[src/shared/lbus_ctl_consts.vh]
`ifndef LBUS_CTL_CONSTS_VH
`define LBUS_CTL_CONSTS_VH
// Region width codes on i_region_width
`define WIDTH_8           2'h0
`define WIDTH_16          2'h1
`define WIDTH_32          2'h2
// Source of an access on i_req_src
`define SRC_CORE          2'h0
`define SRC_DMA           2'h1
`define SRC_ATU           2'h2
// Transfer FIFO shape
`define XFER_FIFO_DEPTH   8
`define XFER_FIFO_AW      3
`define XFER_FIFO_WIDTH   8
// Fields of one FIFO word: byte enables (active high) in 3:0, last flag in 4
`define XW_BE_LSB         0
`define XW_BE_MSB         3
`define XW_LAST           4
// Bus state codes
`define ST_IDLE           3'h0
`define ST_ADDR           3'h1
`define ST_DATA           3'h2
`define ST_RECOV          3'h3
`define ST_HOLD           3'h4
// Reset values of active-low outputs
`define BE_IDLE_N         4'hf
`endif

[src/hw/xfer_fifo.v]
`timescale 1ns/1ps
`include "lbus_ctl_consts.vh"
module xfer_fifo #(
  parameter WIDTH = `XFER_FIFO_WIDTH,
  parameter DEPTH = `XFER_FIFO_DEPTH,
  parameter AW    = `XFER_FIFO_AW
) (
  input  wire             i_clk,
  input  wire             i_rst_n,
  input  wire             i_ce,
  input  wire             i_in_valid,
  output wire             o_in_ready,
  input  wire [WIDTH-1:0] i_in_data,
  output wire             o_out_valid,
  input  wire             i_out_ready,
  output wire [WIDTH-1:0] o_out_data
);
  reg [WIDTH-1:0] mem_r [0:DEPTH-1];
  reg [AW-1:0]    wr_ptr_r;
  reg [AW-1:0]    rd_ptr_r;
  reg [AW:0]      count_r;
  wire            push;
  wire            pop;

  // Full and empty from an occupancy count
  assign o_in_ready  = (count_r != DEPTH[AW:0]);
  assign o_out_valid = (count_r != {(AW+1){1'b0}});
  assign o_out_data  = mem_r[rd_ptr_r];
  assign push        = i_ce & i_in_valid & o_in_ready;
  assign pop         = i_ce & o_out_valid & i_out_ready;

  // Storage needs no reset; only pointers and count do
  always @(posedge i_clk) begin
    if (push) begin
      mem_r[wr_ptr_r] <= i_in_data;
    end
  end

  // Pointers and count
  always @(posedge i_clk or negedge i_rst_n) begin
    if (!i_rst_n) begin
      wr_ptr_r <= {AW{1'b0}};
      rd_ptr_r <= {AW{1'b0}};
      count_r  <= {(AW+1){1'b0}};
    end else begin
      if (push) begin
        wr_ptr_r <= wr_ptr_r + 1'b1;
      end
      if (pop) begin
        rd_ptr_r <= rd_ptr_r + 1'b1;
      end
      if (push & ~pop) begin
        count_r <= count_r + 1'b1;
      end else if (pop & ~push) begin
        count_r <= count_r - 1'b1;
      end
    end
  end
endmodule

[src/hw/strap_sampler.v]
`timescale 1ns/1ps
`include "lbus_ctl_consts.vh"
module strap_sampler (
  input  wire i_clk,
  input  wire i_rst_n,
  input  wire i_ce,
  input  wire i_pci_rst_n,
  input  wire i_core_hold_strap,
  input  wire i_float_all_mode_n,
  input  wire i_bus_width_retry_strap,
  input  wire i_core_reset_clear,
  output reg  o_core_in_reset,
  output reg  o_float_all,
  output reg  o_periph_via_secondary
);
  reg pci_rst_d_r;
  reg hold_strap_r;
  reg float_strap_r;

  // Core-hold and float straps follow the pins while PCI reset is low, then freeze at release; the width/retry strap is followed every clock
  always @(posedge i_clk or negedge i_rst_n) begin
    if (!i_rst_n) begin
      pci_rst_d_r            <= 1'b0;
      hold_strap_r           <= 1'b1;
      float_strap_r          <= 1'b1;
      o_core_in_reset        <= 1'b1;
      o_float_all            <= 1'b0;
      o_periph_via_secondary <= 1'b0;
    end else if (i_ce) begin
      pci_rst_d_r <= i_pci_rst_n;
      if (!i_pci_rst_n) begin
        hold_strap_r    <= i_core_hold_strap;
        float_strap_r   <= i_float_all_mode_n;
        o_core_in_reset <= 1'b1;
        o_float_all     <= 1'b0;
      end else if (!pci_rst_d_r) begin
        o_core_in_reset <= ~hold_strap_r;
        o_float_all     <= ~float_strap_r;
      end else if (i_core_reset_clear) begin
        o_core_in_reset <= 1'b0;
      end
      o_periph_via_secondary <= i_bus_width_retry_strap;
    end
  end
endmodule

[src/hw/local_bus_master_control.v]
// Operation
// - 32-bit region: select 3..0 enable bytes 31:24, 23:16, 15:8, 7:0.
// - 16-bit region: sel3 high byte, sel0 low byte, sel2 high, sel1 A1.
// - 8-bit region: sel3 and sel2 high, sel1 is A1, sel0 is A0.
// - Address bits on selects increment on each internal or external ready.
// - Selects asserted in address cycle and held through last data cycle.
// - Core bursts on 32-bit keep selects fixed; DMA and ADDRESS_TRANSLATION_UNIT change per transfer.
// - Data strobe low from first data cycle start to last data cycle end.
// - Direction low for reads, high for writes, through address to data.
// - Direction never changes while data strobe is asserted.
// - Data-or-code low for fetch, high for data, timed like write-not-read.
// - Core-hold strap sampled in PCI reset decides core start or held reset.
// - Held core: peripherals reachable from PCI bus chosen by width/retry strap.
// - Lock low in first clock of atomic operation, released on last transfer.
// - No hold acknowledge granted while lock is asserted.
// - Float strap low at reset end stops clocks and floats all outputs.
// - Local ready/recover output copies the ready/recover function; the code copies it in data cycles only and drives it high in recovery.
// - Ready/recover high in data cycle inserts one wait clock.
// - Recovery states repeat until ready/recover samples high.
// - Write-not-read valid in address cycle and latched through data cycles.
// - Granted hold: assert acknowledge, float bus until request drops.
`timescale 1ns/1ps
`include "lbus_ctl_consts.vh"
module local_bus_master_control (
  input  wire       i_sys_clk,
  input  wire       i_resetn,
  input  wire       i_ce,
  // Request side, one beat per FIFO word
  input  wire       i_beat_valid,
  output reg        o_beat_ready,
  input  wire [3:0] i_beat_be,
  input  wire       i_beat_last,
  input  wire [1:0] i_region_width,
  input  wire [1:0] i_req_src,
  input  wire [1:0] i_start_addr,
  input  wire       i_req_write,
  input  wire       i_req_data,
  input  wire       i_req_atomic,
  input  wire       i_int_mem_ctl,
  input  wire       i_internal_ready_n,
  input  wire       i_ext_ready_recover_n,
  input  wire       i_hold_req,
  input  wire       i_pci_rst_n,
  input  wire       i_core_hold_strap,
  input  wire       i_float_all_mode_n,
  input  wire       i_bus_width_retry_strap,
  input  wire       i_core_reset_clear,
  output reg  [3:0] o_byte_lane_sel_n,
  output reg        o_byte_lane_sel_oe,
  output reg        o_data_phase_strobe_n,
  output reg        o_xfer_direction,
  output reg        o_write_not_read,
  output reg        o_data_not_code,
  output reg        o_lock_n,
  output reg        o_ctl_oe,
  output reg        o_bus_hold_ack,
  output reg        o_local_ready_recover_out_n,
  output reg        o_core_in_reset,
  output reg        o_clocks_stopped,
  output reg        o_periph_via_secondary,
  output reg        o_access_done
);
  reg        rst_s1_r;
  reg        rst_s2_r;
  wire       rst_n;
  reg  [2:0] state_r;
  reg  [2:0] state_nxt;
  reg  [1:0] width_r;
  reg  [1:0] src_r;
  reg  [1:0] addr_r;
  reg  [3:0] be_r;
  reg        last_r;
  wire       start;
  wire       take;
  wire [1:0] width_nxt;
  wire [1:0] addr_nxt;
  wire [3:0] be_nxt;
  wire       fifo_in_ready;
  wire       fifo_out_valid;
  wire [7:0] fifo_out_data;
  wire [7:0] fifo_in_data;
  wire [3:0] head_be;
  wire       head_last;
  wire       ready_n;
  wire       beat_ok;
  wire       float_all;
  wire       core_rst;
  wire       via_sec;
  wire       run;
  reg  [3:0] sel_n;

  // Reset release through two flops
  always @(posedge i_sys_clk or negedge i_resetn) begin
    if (!i_resetn) begin
      rst_s1_r <= 1'b0;
      rst_s2_r <= 1'b0;
    end else begin
      rst_s1_r <= 1'b1;
      rst_s2_r <= rst_s1_r;
    end
  end
  assign rst_n = rst_s2_r;

  // Beats queue ahead of the bus so requesters are not stalled per wait state
  assign fifo_in_data = {3'h0, i_beat_last, i_beat_be};
  xfer_fifo #(
    .WIDTH (`XFER_FIFO_WIDTH),
    .DEPTH (`XFER_FIFO_DEPTH),
    .AW    (`XFER_FIFO_AW)
  ) u_fifo (
    .i_clk       (i_sys_clk),
    .i_rst_n     (rst_n),
    .i_ce        (run),
    .i_in_valid  (i_beat_valid),
    .o_in_ready  (fifo_in_ready),
    .i_in_data   (fifo_in_data),
    .o_out_valid (fifo_out_valid),
    .i_out_ready (take),
    .o_out_data  (fifo_out_data)
  );

  strap_sampler u_straps (
    .i_clk                   (i_sys_clk),
    .i_rst_n                 (rst_n),
    .i_ce                    (i_ce),
    .i_pci_rst_n             (i_pci_rst_n),
    .i_core_hold_strap       (i_core_hold_strap),
    .i_float_all_mode_n      (i_float_all_mode_n),
    .i_bus_width_retry_strap (i_bus_width_retry_strap),
    .i_core_reset_clear      (i_core_reset_clear),
    .o_core_in_reset         (core_rst),
    .o_float_all             (float_all),
    .o_periph_via_secondary  (via_sec)
  );

  assign run       = i_ce & ~float_all;
  assign head_be   = fifo_out_data[`XW_BE_MSB:`XW_BE_LSB];
  assign head_last = fifo_out_data[`XW_LAST];
  // The ready source picked by i_int_mem_ctl ends a beat
  assign ready_n   = i_int_mem_ctl ? i_internal_ready_n : i_ext_ready_recover_n;
  // No ready means a wait clock; a middle beat also waits for its successor
  assign beat_ok   = (state_r == `ST_DATA) & ~ready_n & (last_r | fifo_out_valid);
  // Each word leaves the FIFO as its beat begins, so the next one is already at the head
  assign start     = (state_r == `ST_IDLE) & (state_nxt == `ST_ADDR);
  assign take      = start | (beat_ok & ~last_r);
  assign width_nxt = start ? i_region_width : width_r;
  assign addr_nxt  = start ? i_start_addr : (beat_ok ? addr_r + 2'h1 : addr_r);
  // DMA and ADDRESS_TRANSLATION_UNIT retarget lanes per beat; core keeps the first
  assign be_nxt    = (start | (beat_ok & ~last_r & (src_r != `SRC_CORE))) ? head_be : be_r;

  // Lane decode from next-cycle context, so registered lanes line up with their beat
  always @* begin
    sel_n = `BE_IDLE_N;
    case (width_nxt)
      `WIDTH_32: begin
        sel_n = ~be_nxt;
      end
      `WIDTH_16: begin
        sel_n = {~(be_nxt[3] | be_nxt[1]), 1'b1, addr_nxt[1], ~(be_nxt[2] | be_nxt[0])};
      end
      `WIDTH_8: begin
        sel_n = {2'h3, addr_nxt[1], addr_nxt[0]};
      end
      default: begin
        sel_n = `BE_IDLE_N;
      end
    endcase
  end

  // Bus sequencing
  always @* begin
    state_nxt = state_r;
    case (state_r)
      `ST_IDLE: begin
        if (i_hold_req & o_lock_n) begin
          state_nxt = `ST_HOLD;
        end else if (fifo_out_valid & ~core_rst) begin
          state_nxt = `ST_ADDR;
        end
      end
      `ST_ADDR: begin
        state_nxt = `ST_DATA;
      end
      `ST_DATA: begin
        if (beat_ok & last_r) begin
          state_nxt = `ST_RECOV;
        end
      end
      `ST_RECOV: begin
        if (i_ext_ready_recover_n | i_int_mem_ctl) begin
          state_nxt = `ST_IDLE;
        end
      end
      `ST_HOLD: begin
        if (!i_hold_req) begin
          state_nxt = `ST_IDLE;
        end
      end
      default: begin
        state_nxt = `ST_IDLE;
      end
    endcase
  end

  // Registered outputs and access context
  always @(posedge i_sys_clk or negedge rst_n) begin
    if (!rst_n) begin
      state_r                     <= `ST_IDLE;
      width_r                     <= `WIDTH_32;
      src_r                       <= `SRC_CORE;
      addr_r                      <= 2'h0;
      be_r                        <= 4'h0;
      last_r                      <= 1'b0;
      o_beat_ready                <= 1'b0;
      o_byte_lane_sel_n           <= `BE_IDLE_N;
      o_byte_lane_sel_oe          <= 1'b0;
      o_data_phase_strobe_n       <= 1'b1;
      o_xfer_direction            <= 1'b0;
      o_write_not_read            <= 1'b0;
      o_data_not_code             <= 1'b1;
      o_lock_n                    <= 1'b1;
      o_ctl_oe                    <= 1'b0;
      o_bus_hold_ack              <= 1'b0;
      o_local_ready_recover_out_n <= 1'b1;
      o_core_in_reset             <= 1'b1;
      o_clocks_stopped            <= 1'b0;
      o_periph_via_secondary      <= 1'b0;
      o_access_done               <= 1'b0;
    end else if (run) begin
      state_r                <= state_nxt;
      o_beat_ready           <= fifo_in_ready;
      o_core_in_reset        <= core_rst;
      o_periph_via_secondary <= via_sec;
      o_access_done          <= (state_r == `ST_DATA) & (state_nxt == `ST_RECOV);
      o_bus_hold_ack         <= (state_nxt == `ST_HOLD);
      o_ctl_oe               <= (state_nxt != `ST_HOLD);
      o_byte_lane_sel_oe     <= (state_nxt != `ST_HOLD);
      o_local_ready_recover_out_n <= (state_r == `ST_DATA) ? ready_n :
                                     (state_r == `ST_RECOV) ? 1'b1 : 1'b1;
      width_r <= width_nxt;
      addr_r  <= addr_nxt;
      be_r    <= be_nxt;
      // Current beat's last flag travels with the word just taken
      if (take) begin
        last_r <= head_last;
      end
      if (start) begin
        src_r <= i_req_src;
        o_xfer_direction <= i_req_write;
        o_write_not_read <= i_req_write;
        o_data_not_code  <= i_req_data;
        o_lock_n <= ~i_req_atomic;
      end
      // Selects from address to last data
      if (state_nxt == `ST_ADDR || state_nxt == `ST_DATA) begin
        o_byte_lane_sel_n <= sel_n;
      end else begin
        o_byte_lane_sel_n <= `BE_IDLE_N;
      end
      // Strobe spans data cycles; direction is stable meanwhile
      o_data_phase_strobe_n <= ~(state_nxt == `ST_DATA);
      if (beat_ok & last_r) begin
        o_lock_n <= 1'b1;
      end
    end else if (float_all) begin
      o_ctl_oe           <= 1'b0;
      o_byte_lane_sel_oe <= 1'b0;
      o_clocks_stopped   <= 1'b1;
    end
  end
endmodule

[config.mk]
export PLATFORM = sky130hd
export DESIGN_NAME = local_bus_master_control
export DESIGN_NICKNAME = d
export VERILOG_FILES = /design/src/hw/xfer_fifo.v /design/src/hw/strap_sampler.v /design/src/hw/local_bus_master_control.v
export VERILOG_INCLUDE_DIRS = /design/src /design/src/shared
export SDC_FILE = /design/constraint.sdc
export NUM_CORES = 1
export LEC_CHECK = 0
export BUFFER_PORTS_ARGS = -buffer_cell sky130_fd_sc_hd__buf_4
export CAP_MARGIN = 10
export CORE_ASPECT_RATIO = 1.4
export CORE_MARGIN = 2
export CORE_UTILIZATION = 38
export CTS_BUF_LIST = sky130_fd_sc_hd__clkbuf_8
export CTS_CLUSTER_SIZE = 16
export DETAILED_ROUTE_END_ITERATION = 6
export SLEW_MARGIN = 20
export SYNTH_ARGS = -nofsm -noshare
export SYNTH_HDL_FRONTEND = slang
export SYNTH_SLANG_ARGS = --single-unit
export TNS_END_PERCENT = 100
[constraint.sdc]
create_clock -name i_sys_clk -period 1.4 [get_ports i_sys_clk]
set_input_delay 0.14 -clock i_sys_clk [delete_from_list [all_inputs] [get_ports i_sys_clk]]
set_output_delay 0.14 -clock i_sys_clk [all_outputs]
set_load 0.02 [all_outputs]
---- Word level (Yosys, flattened, before mapping) ----
Memory sizes are Yosys's and may differ from the RTL's.
Index checks and enable logic that the tools add are counted.
operators by class
  add/subtract/negate cells ............... 5
  equal/unequal tests ..................... 14
  muxes and demuxes ....................... 27
  bitwise operators ....................... 37
  reductions and logical operators ........ 15
operators with widths
  kind                 count
  $and 1x1->1          16
  $mux 4               4
  $mux 3               5
  $pmux 3 s5           1
  $not 1->1            14
  $reduce_and 2->1     7
  $mux 1               13
  $eq 3x2->1 const B   4
  $pmux 4 s3           1
  $reduce_bool 2->1    4
  $add 3x1->3 const B  2
  $eq 3x1->1 const B   2
  $eq 3x3->1 const B   2
  $mux 2               3
  $ne 3x3->1 const B   2
  $or 1x1->1           6
  $add 4x1->4 const B  1
  $ne 4x4->1 const B   1
  $not 4->4            1
  $reduce_bool 4->1    1
  $sub 4x1->4 const B  1
  $logic_not 3->1      1
  $add 2x1->2 const B  1
  $eq 2x1->1 const B   1
  4 further kinds      4
word-level totals
  register bits after elaboration ......... 48
  RAM bits ................................ 40
  output and inout bits ................... 18
  word-level logic and storage cells ...... 129
  memories ................................ 1
memories
  name          depth  bits a word  read ports  clocked after Yosys merged registers in  wr ports  RTL line        RTL
  u_fifo.mem_r  8      5            1           0                                        1         xfer_fifo.v:18  reg [WIDTH-1:0] mem_r [0:DEPTH-1];

---- Depth between registers and ports, before layout ----
Gate-level depths: netlist of the first run.
  word-level depth ........................ 15
  mapped depth ............................ 13
  gate-level depth less buffers ........... 12

---- Hierarchy ----
From an unflattened synthesis of the first run, not the netlist that was laid out.
second synthesis, totals
  cell total of the unflattened synthesis .. 334
  area, all modules ....................... 5048.6 sq um
modules (own cells, without submodules)
  module                    instances  cells an instance  area each (sq um)  seq. area each (sq um)
  xfer_fifo                 1          154                3114.2             2172.1
  local_bus_master_control  1          161                1674.1             813.3
  strap_sampler             1          19                 260.2              153.9

---- Least setup slack after synthesis of the first run ----
OpenSTA, ideal clock, no wires.
  path kind ............................... register to register
  start point ............................. register state_r[0]
  end point ............................... register u_fifo.count_r[3]
  arrival ................................. 2538 ps
  data required time ...................... 1275 ps
  setup slack ............................. -1263 ps
  stages on the path, launching flop included .. 14
  period minus slack after synthesis ...... 2663 ps
  cells stage by stage .................... dfrtp_1 -> clkbuf_1 -> nor3b_2 -> nand2_1 -> o21ai_0 -> nand3_1 -> ha_1 -> inv_1 -> ha_1 -> a21o_1 -> a21oi_1 -> xnor2_1 -> nor2_1 -> xor2_1
on the way
  word-level cells in the longest chain between the ends .. 13
ends and longest elaborated chain
  item                                                RTL line                        RTL
  start, declared                                     local_bus_master_control.v:66   reg [2:0] state_r;
  start signal, assigned                              local_bus_master_control.v:208  state_r <= `ST_IDLE;
  start signal, assigned                              local_bus_master_control.v:230  state_r <= state_nxt;
  $eq 3x2->1                                          local_bus_master_control.v:173  case (state_r)
  $and 1x1->1 (2 in a row)                            local_bus_master_control.v:142  assign beat_ok = (state_r == `ST_DATA) & ~ready_n & (last_r | fifo_out_valid);
  $and 1x1->1                                         local_bus_master_control.v:185  if (beat_ok & last_r) begin
  $mux 3                                              local_bus_master_control.v:185
  $pmux 3 s5                                          local_bus_master_control.v:173
  $eq 3x1->1 (no source line)                         -
  $and 1x1->1                                         local_bus_master_control.v:144  assign start = (state_r == `ST_IDLE) & (state_nxt == `ST_ADDR);
  $or 1x1->1 *                                        local_bus_master_control.v:145  assign take = start | (beat_ok & ~last_r);
  $and 1x1->1 *                                       xfer_fifo.v:30                  assign pop = i_ce & o_out_valid & i_out_ready;
  $not 1->1                                           xfer_fifo.v:52                  if (push & ~pop) begin
  $and 1x1->1                                         xfer_fifo.v:52
  $mux 4 / $reduce_bool 2->1 (equally long branches)  -
  end signal, assigned                                xfer_fifo.v:44                  count_r <= {(AW+1){1'b0}};
  end signal, assigned                                xfer_fifo.v:53                  count_r <= count_r + 1'b1;
  end signal, assigned                                xfer_fifo.v:55                  count_r <= count_r - 1'b1;
  end, declared                                       xfer_fifo.v:21                  reg [AW:0] count_r;
Mark *: on every way between the ends. The rest lies on a longest branch, timed or not.
A chain may end at the register's enable or synchronous reset.

---- Final worst setup path of the first run ----
Ends and elaborated chain as after synthesis.

==> results of run 1 <==
[metrics by stage]
stage	instance area, um2	utilization [%]	std cells	TNS (ps)
CTS	5852	57.15	580	-27090
finish	5927	57.88	582	-23440
floorplan	4116	-	297	-23160
detailed placement	5094	49.74	534	-30930
global placement	5094	49.74	534	-29420
global route	5927	57.88	582	-29000
[layout by cell type (no fill, tap or decap), drive strengths merged, types with 2 or more instances in the layout]
master,n
inv,6
dlygate4sd3,10
nand2,29
dfstp,13
nand3,4
a311oi,2
dfrtp,35
or4,2
buf,137
mux4,10
nand4,2
a21oi,14
mux2,19
ha,5
a31oi,3
o21ai,14
nor4,2
nor2,17
o211ai,2
o31ai,5
clkinvlp,2
xnor2,8
nand2b,11
nor3,7
edfxtp,40
o2111ai,2
mux2i,4
xor2,3
a21o,3
nor3b,2
nor2b,2
clkbuf,9
[cell usage after synthesis, types with 2 or more instances]
cell       instances  area share [%]
edfxtp_1          40              30
dfrtp_1           35              22
nand2_1           29             2.7
mux2_2            19             5.4
nor2_1            17             1.6
a21oi_1           14             1.8
o21ai_0           14             1.8
dfstp_2           13             8.6
nand2b_1          11             1.7
mux4_2            10             5.7
clkbuf_1           8            0.76
xnor2_1            8             1.8
nor3_1             7            0.88
ha_1               5             1.6
o31ai_1            5            0.95
inv_1              4            0.38
mux2i_1            4             1.0
nand3_1            4            0.51
a21o_1             3            0.57
a31oi_1            3            0.47
xor2_1             3            0.66
a311oi_1           2            0.44
buf_2              2            0.25
buf_4              2            0.38
buf_6              2            0.57
nand4_1            2            0.32
nor2b_1            2            0.32
nor4_1             2            0.32
o2111ai_1          2            0.44
o211ai_1           2            0.38
[power breakdown]
| part | internal [mW] | leakage, nW | switching, mW |
|---|---|---|---|
| clock network | 0.826 | 0.0923 | 0.927 |
| logic | 3.19 | 1.41 | 2.47 |
| registers | 3.40 | 0.914 | 0.553 |
| total | 7.41 | 2.41 | 3.95 |
[critical path: stages (launching register included)]
cell,delay [ps]
dfrtp_1,430
nor3b_4,230
nand2_1,90
o21ai_2,200
nand3_4,100
ha_4,180
inv_4,60
ha_4,190
a21o_1,160
a21oi_2,120
xnor2_1,120
nor2_1,70
xor2_1,140
[kinds of logic after synthesis]
kind of cell             after synthesis
multiplexers                          33
flip-flops                            88
AND/OR/NAND/NOR                       84
other                                  1
buffers and inverters                 19
AO/OA/AOI/OAI                         55
XOR/XNOR                              11
adder cells (fa/ha/maj)                6
[final timing paths]
path / slack, ps / endpoint / startpoint
setup / recovery: -810 / u_fifo.count_r[3] / state_r[0]
hold / removal: 20 / u_fifo.mem_r[6][2] / i_beat_be[2]
setup reg to reg: -810 / u_fifo.count_r[3] / state_r[0]
hold reg to reg: 250 / o_beat_ready / rst_n
max in group asynchronous: 870 / o_byte_lane_sel_n[0] / rst_n
min in group asynchronous: 90 / rst_n / i_resetn
[timing repair]
action	CTS	global route
gates resized for setup	76	20
endpoints found under the setup margin	70	73
hold endpoints to repair	18	0
pin swaps	25	18
hold buffers	10	0
buffers inserted	24	10
[flip-flops by register name (all words and copies together), names as in the netlist, 2 cells and up]
register / cells
addr_r: 2
be_r: 4
o_byte_lane_sel_n: 4
src_r: 2
state_r: 3
u_fifo.count_r: 4
u_fifo.mem_r: 40
u_fifo.rd_ptr_r: 3
u_fifo.wr_ptr_r: 3
width_r: 2
[routing by layer]
layer  up-vias  GRT usage (%)
met3        26          3.267
li1       1389              -
met4         0          8.959
met5         -              0
met2        68          32.20
met1      1435          18.50
[layout make-up]
class | count | area, um2 | share of cell area (%)
clock buffer | 9 | 123.9 | 2.090
multi-input combinational | 190 | 1834 | 30.95
timing repair buffer | 147 | 1287 | 21.72
clock inverter | 6 | 68.82 | 1.161
sequential | 88 | 2422 | 40.87
tap | 138 | 172.7 | 2.913
inverter | 4 | 17.52 | 0.2955
==> impl_metrics.env, run 1 <==
export IMPL_period_minus_slack_ps=2214
export IMPL_pre_cts_slack_ps=-844.6
export IMPL_clk_pin_slew_ps=90
export IMPL_violations="negative setup slack"
export IMPL_cts_sinks=88
export IMPL_power_density_nw_per_um2=1918
export IMPL_avgSynthCellArea_um2=13.33
export IMPL_gp_congestion=0.8538
export IMPL_setup_worst_path_start_class="flop"
export IMPL_hold_path_class="input port to flop"
export IMPL_wl_met2_um=4986
export IMPL_cts_tree="done"
export IMPL_overflow=0
export IMPL_drt_iter0_drc=84
export IMPL_firstDrtPassIters=4
export IMPL_avgViaCountPerCell=5.014
export IMPL_portBuffers=44
export IMPL_areaGrowthSynthToFinish_pct=49.72
export IMPL_irDropWorstVdd_mv=0.5129
export IMPL_netlist_area_um2=3959
export IMPL_clock_skew_ps=10.85
export IMPL_yosysSeqAreaShare_pct=61.09
export IMPL_worstRegToRegCells=12
export IMPL_cts_root_buffer_cell="clkbuf_8"
export IMPL_core_area_um2=10240
export IMPL_clock_fmax_mhz=451.7
export IMPL_synth_compound_area_share_pct=9.039
export IMPL_maxCapViolations=0
export IMPL_fin_ws_ps=-814.0
export IMPL_status="finished, violations left"
export IMPL_ys_async_sr_fraction_pct=54.55
export IMPL_finalSetupViolations=68
export IMPL_rsz0062_at_grt="yes"
export IMPL_yosys_area_share_simple_pct=10.71
export IMPL_antenna_found_initial=0
export IMPL_hpwl_um=6498
export IMPL_grt_pass1_wl_um=15360
export IMPL_synth_ff_type="edfxtp_1"
export IMPL_yosys_warnings=0
export IMPL_postRouteAntennaNets=0
export IMPL_worstHoldPathCells=1
export IMPL_clk_latency_ps=360
export IMPL_power_mw=11.37
export IMPL_die_area_um2=11260
export IMPL_synth_edf_count=40
export IMPL_start_util_pct=38.66
export IMPL_totalWireLength_um=9050
export IMPL_crit_type="flop to flop"
export IMPL_end_kind="flop"
export IMPL_clockBufferDepth=2
export IMPL_muxShareOfSynthArea_pct=12.10
export IMPL_crit_required_ps=1640
export IMPL_layout_drive_gt1_share_pct=56.76
export IMPL_path_max_fanout=3
export IMPL_synth_top_family_by_area="multiplexers"
export IMPL_crit_arrival_ps=2460
export IMPL_insertedDiodeCount=0
export IMPL_top_layer_used="met4"
export IMPL_synth_nets=330
export IMPL_grt_pass1_vias=3274
export IMPL_cts_buffers=9
export IMPL_leakage_nw=2.413
export IMPL_grt_max_degree=47
export IMPL_fillers=866
export IMPL_ys_seq_elements=88
export IMPL_hold_viol_final=0
export IMPL_hold_slack_ps=17.39
export IMPL_fp_dieH_um=124.8
export IMPL_wl_per_cell_um=15.55
export IMPL_htree_levels=3
export IMPL_post_route_period_util_pct=158.1
export IMPL_nets=473
export IMPL_num_vias=2918
export IMPL_pin_count=45
export IMPL_slew_violations=0
export IMPL_grt_usage_pct=17.37
export IMPL_yosysUniqueCellTypes=53
export IMPL_wl_met3_um=282
export IMPL_fp_dieW_um=90.27
export IMPL_wl_met1_um=3487
export IMPL_synth_xor_area_share_pct=2.434
export IMPL_rows=44
export IMPL_synthAdderAreaFrac_pct=2.086
export IMPL_drc_errors=0
export IMPL_netlist_instances=297
No activity file was read; power rests on OpenSTA's default activity.
==> run 2, diff against run 1 <==
Settings changed: CORE_UTILIZATION 38 to 44, PLACE_DENSITY set to 0.65.
==> run 2 against run 1 <==
Compared with the run above:
- the run still ends with negative setup slack left
- combinational power is 14% higher
- worst setup slack worse by 140 ps
- sequential share of layout area is 1.3 points lower
- die area is 13% lower
- clock skew is 5.3 ps higher
- utilization is 13 points higher
- total power is 9.3% higher
- maximum frequency is 6.1% lower
- final cell count is 4.0% lower
- critical path depth stayed put
- global-route usage is 2.4 points higher
- critical path type unchanged
- largest power group unchanged
- highest routed layer unchanged
==> impl_metrics.env, run 2 (synthesis results as in run 1) <==
export IMPL_gp_congestion=0.8072
export IMPL_clockBufferDepth=2
export IMPL_start_util_pct=45.72
export IMPL_grt_max_degree=47
export IMPL_fin_area_um2=6133
export IMPL_setup_worst_path_start_class="flop"
export IMPL_sequentialPowerShare_pct=32.1
export IMPL_switching_share_pct=35.41
export IMPL_p_int_mw=8.025
export IMPL_core_area_um2=8658
export IMPL_period_minus_slack_ps=2357
export IMPL_pwr_share_clk_pct=15.9
export IMPL_end_kind="flop"
export IMPL_clock_fmax_mhz=424.2
export IMPL_avgViaCountPerCell=5.386
export IMPL_cts_tree="done"
export IMPL_crit_type="flop to flop"
export IMPL_critical_path_most_common_cell="ha_4"
export IMPL_crit_arrival_ps=2610
export IMPL_crit_required_ps=1650
export IMPL_regToRegSetupSlack_ps=-960
export IMPL_min_delay_start="i_beat_be[2]"
export IMPL_fp_dieW_um=84.17
export IMPL_status="finished, violations left"
export IMPL_hold_viol_final=0
export IMPL_fin_ws_ps=-957.4
export IMPL_num_vias=3011
export IMPL_drc_errors=0
export IMPL_portBuffers=44
export IMPL_power_density_nw_per_um2=2026
export IMPL_mostFrequentLayoutCells="buf_4 (105), edfxtp_1 (40), buf_6 (35), dfrtp_1 (30), nand2_1 (21)"
export IMPL_grt_pass1_vias=3045
export IMPL_path_max_fanout=4
export IMPL_overflow=0
export IMPL_rsz0062_at_grt="yes"
export IMPL_p_sw_mw=4.399
export IMPL_grt_pass1_wl_um=14960
export IMPL_clk_pin_slew_ps=90
export IMPL_grt_usage_pct=19.72
export IMPL_reg2reg_to="u_fifo.count_r[3]"
export IMPL_hold_end="u_fifo.mem_r[5][2]"
export IMPL_wl_per_cell_um=17.64
export IMPL_leakage_nw=2.520
export IMPL_postRouteAntennaNets=0
export IMPL_worstRegToRegCells=12
export IMPL_regMostFlops="u_fifo.mem_r"
export IMPL_hold_path_class="input port to flop"
export IMPL_cts_root_buffer_cell="clkbuf_8"
export IMPL_drt_iter0_drc=156
export IMPL_slew_violations=0
export IMPL_placed_cells=505
export IMPL_r2r_start="state_r[0]"
export IMPL_critical_path_cell_chain="nor4_4 > nand2_1 > o21ai_2 > nand3_4 > ha_4 > inv_4 > ha_4 > a21o_1 > a21oi_2 > xnor2_2 > nor2_1 > xor2_1"
export IMPL_layout_drive_gt1_share_pct=59.69
export IMPL_firstDrtPassIters=4
export IMPL_cp_slowest_cell="dfrtp_2"
export IMPL_post_route_period_util_pct=168.4
export IMPL_final_common_cell="buf_4"
export IMPL_violations="negative setup slack"
export IMPL_insertedDiodeCount=0
export IMPL_clock_skew_ps=16.12
export IMPL_finalSetupViolations=71
export IMPL_fp_dieH_um=116.2
export IMPL_nets=482
export IMPL_cp_slowest_stage_delay_ps=460
export IMPL_areaGrowthSynthToFinish_pct=54.93
export IMPL_antenna_found_initial=0
export IMPL_power_mw=12.42
export IMPL_totalWireLength_um=9863
export IMPL_largest_register_ffs=40
export IMPL_cts_sinks=88
export IMPL_hpwl_um=6320
export IMPL_die_area_um2=9783
export IMPL_instances_no_fill=559
export IMPL_worstHoldPathCells=1
export IMPL_cts_buffers=9
export IMPL_clk_latency_ps=370
export IMPL_rows=40
export IMPL_pin_count=45
export IMPL_maxCapViolations=0
export IMPL_irDropWorstVdd_mv=1.074
export IMPL_p_comb_share_pct=52.0
export IMPL_htree_levels=3
export IMPL_placed_area_um2=5070
[run 2: cell types whose count changed in the layout (fill, tap and decap cells not counted), sizes merged]
| cell | before | now |
|---|---|---|
| inv | 6 | 7 |
| buf | 137 | 145 |
| clkinv | 1 | 2 |
| dlygate4sd3 | 10 | 11 |
| bufinv | 1 | 2 |
| clkinvlp | 2 | 0 |
[run 2: how the worst max path moves through the flow]
stage          startpoint           endpoint
6_report       state_r[0]  u_fifo.count_r[3]
2_1_floorplan  state_r[2]  u_fifo.count_r[3]
4_1_cts        state_r[0]  u_fifo.count_r[3]
3_3_place_gp   state_r[0]  u_fifo.count_r[3]
5_1_grt        state_r[0]  u_fifo.count_r[3]
3_5_place_dp   state_r[0]  u_fifo.count_r[3]
[run 2: critical path, delay by kind of cell (launching register included)]
| kind | cells | cell delay (ps) |
|---|---|---|
| simple gates | 4 | 660 |
| flops | 1 | 460 |
| buf+inv | 1 | 60 |
| fa+ha+maj | 2 | 360 |
| compound gates | 3 | 430 |
| xor+xnor | 2 | 270 |
[run 2: metrics by stage]
stage	setup WS (ps)	hold slack [ps]	TNS [ps]	utilization, %
6_report	-957.4	13.74	-28400	70.84
5_1_grt	-1085	1.718	-32560	70.84
4_1_cts	-866.3	0.3699	-23020	67.24
3_5_place_dp	-854.3	-75.21	-33350	58.55
3_3_place_gp	-798.7	-77.16	-31280	58.55
2_1_floorplan	-979.9	-155.6	-23160	-
[run 2: timing repair]
action	CTS	global route
hold endpoints to repair	33	0
gates resized for setup	77	44
endpoints found under the setup margin	72	72
buffers inserted	15	15
hold buffers	11	0
pin swaps	19	21
[run 2: final cells by class]
| type | count | area (um2) |
|---|---|---|
| repair buffers | 156 | 1388 |
| multi-input cells | 190 | 1949 |
| clock buffers | 9 | 123.9 |
| fillers | 557 | 2525 |
| clock inverters | 7 | 98.84 |
| inverters | 4 | 17.52 |
| well taps | 105 | 131.4 |
| flip-flops and latches | 88 | 2425 |
[run 2: metal layers]
layer	track usage, %	share of wire (%)	vias to the layer above
li1	-	-	1411
met1	23.02	39	1513
met2	36.24	55	68
met3	3.534	3.3	19
met4	7.419	2.6	0
met5	0	0	-
[run 2: power by group through the flow]
stage                     Clock, mW  Combinational, mW  Sequential, mW
after global placement            0               4.50            3.92
after floorplan                   0               2.59            4.10
after CTS                      2.01               5.52            3.95
after detailed placement          0               4.61            3.96
final                          1.98               6.46            3.98
after global routing           2.13               6.88            4.06
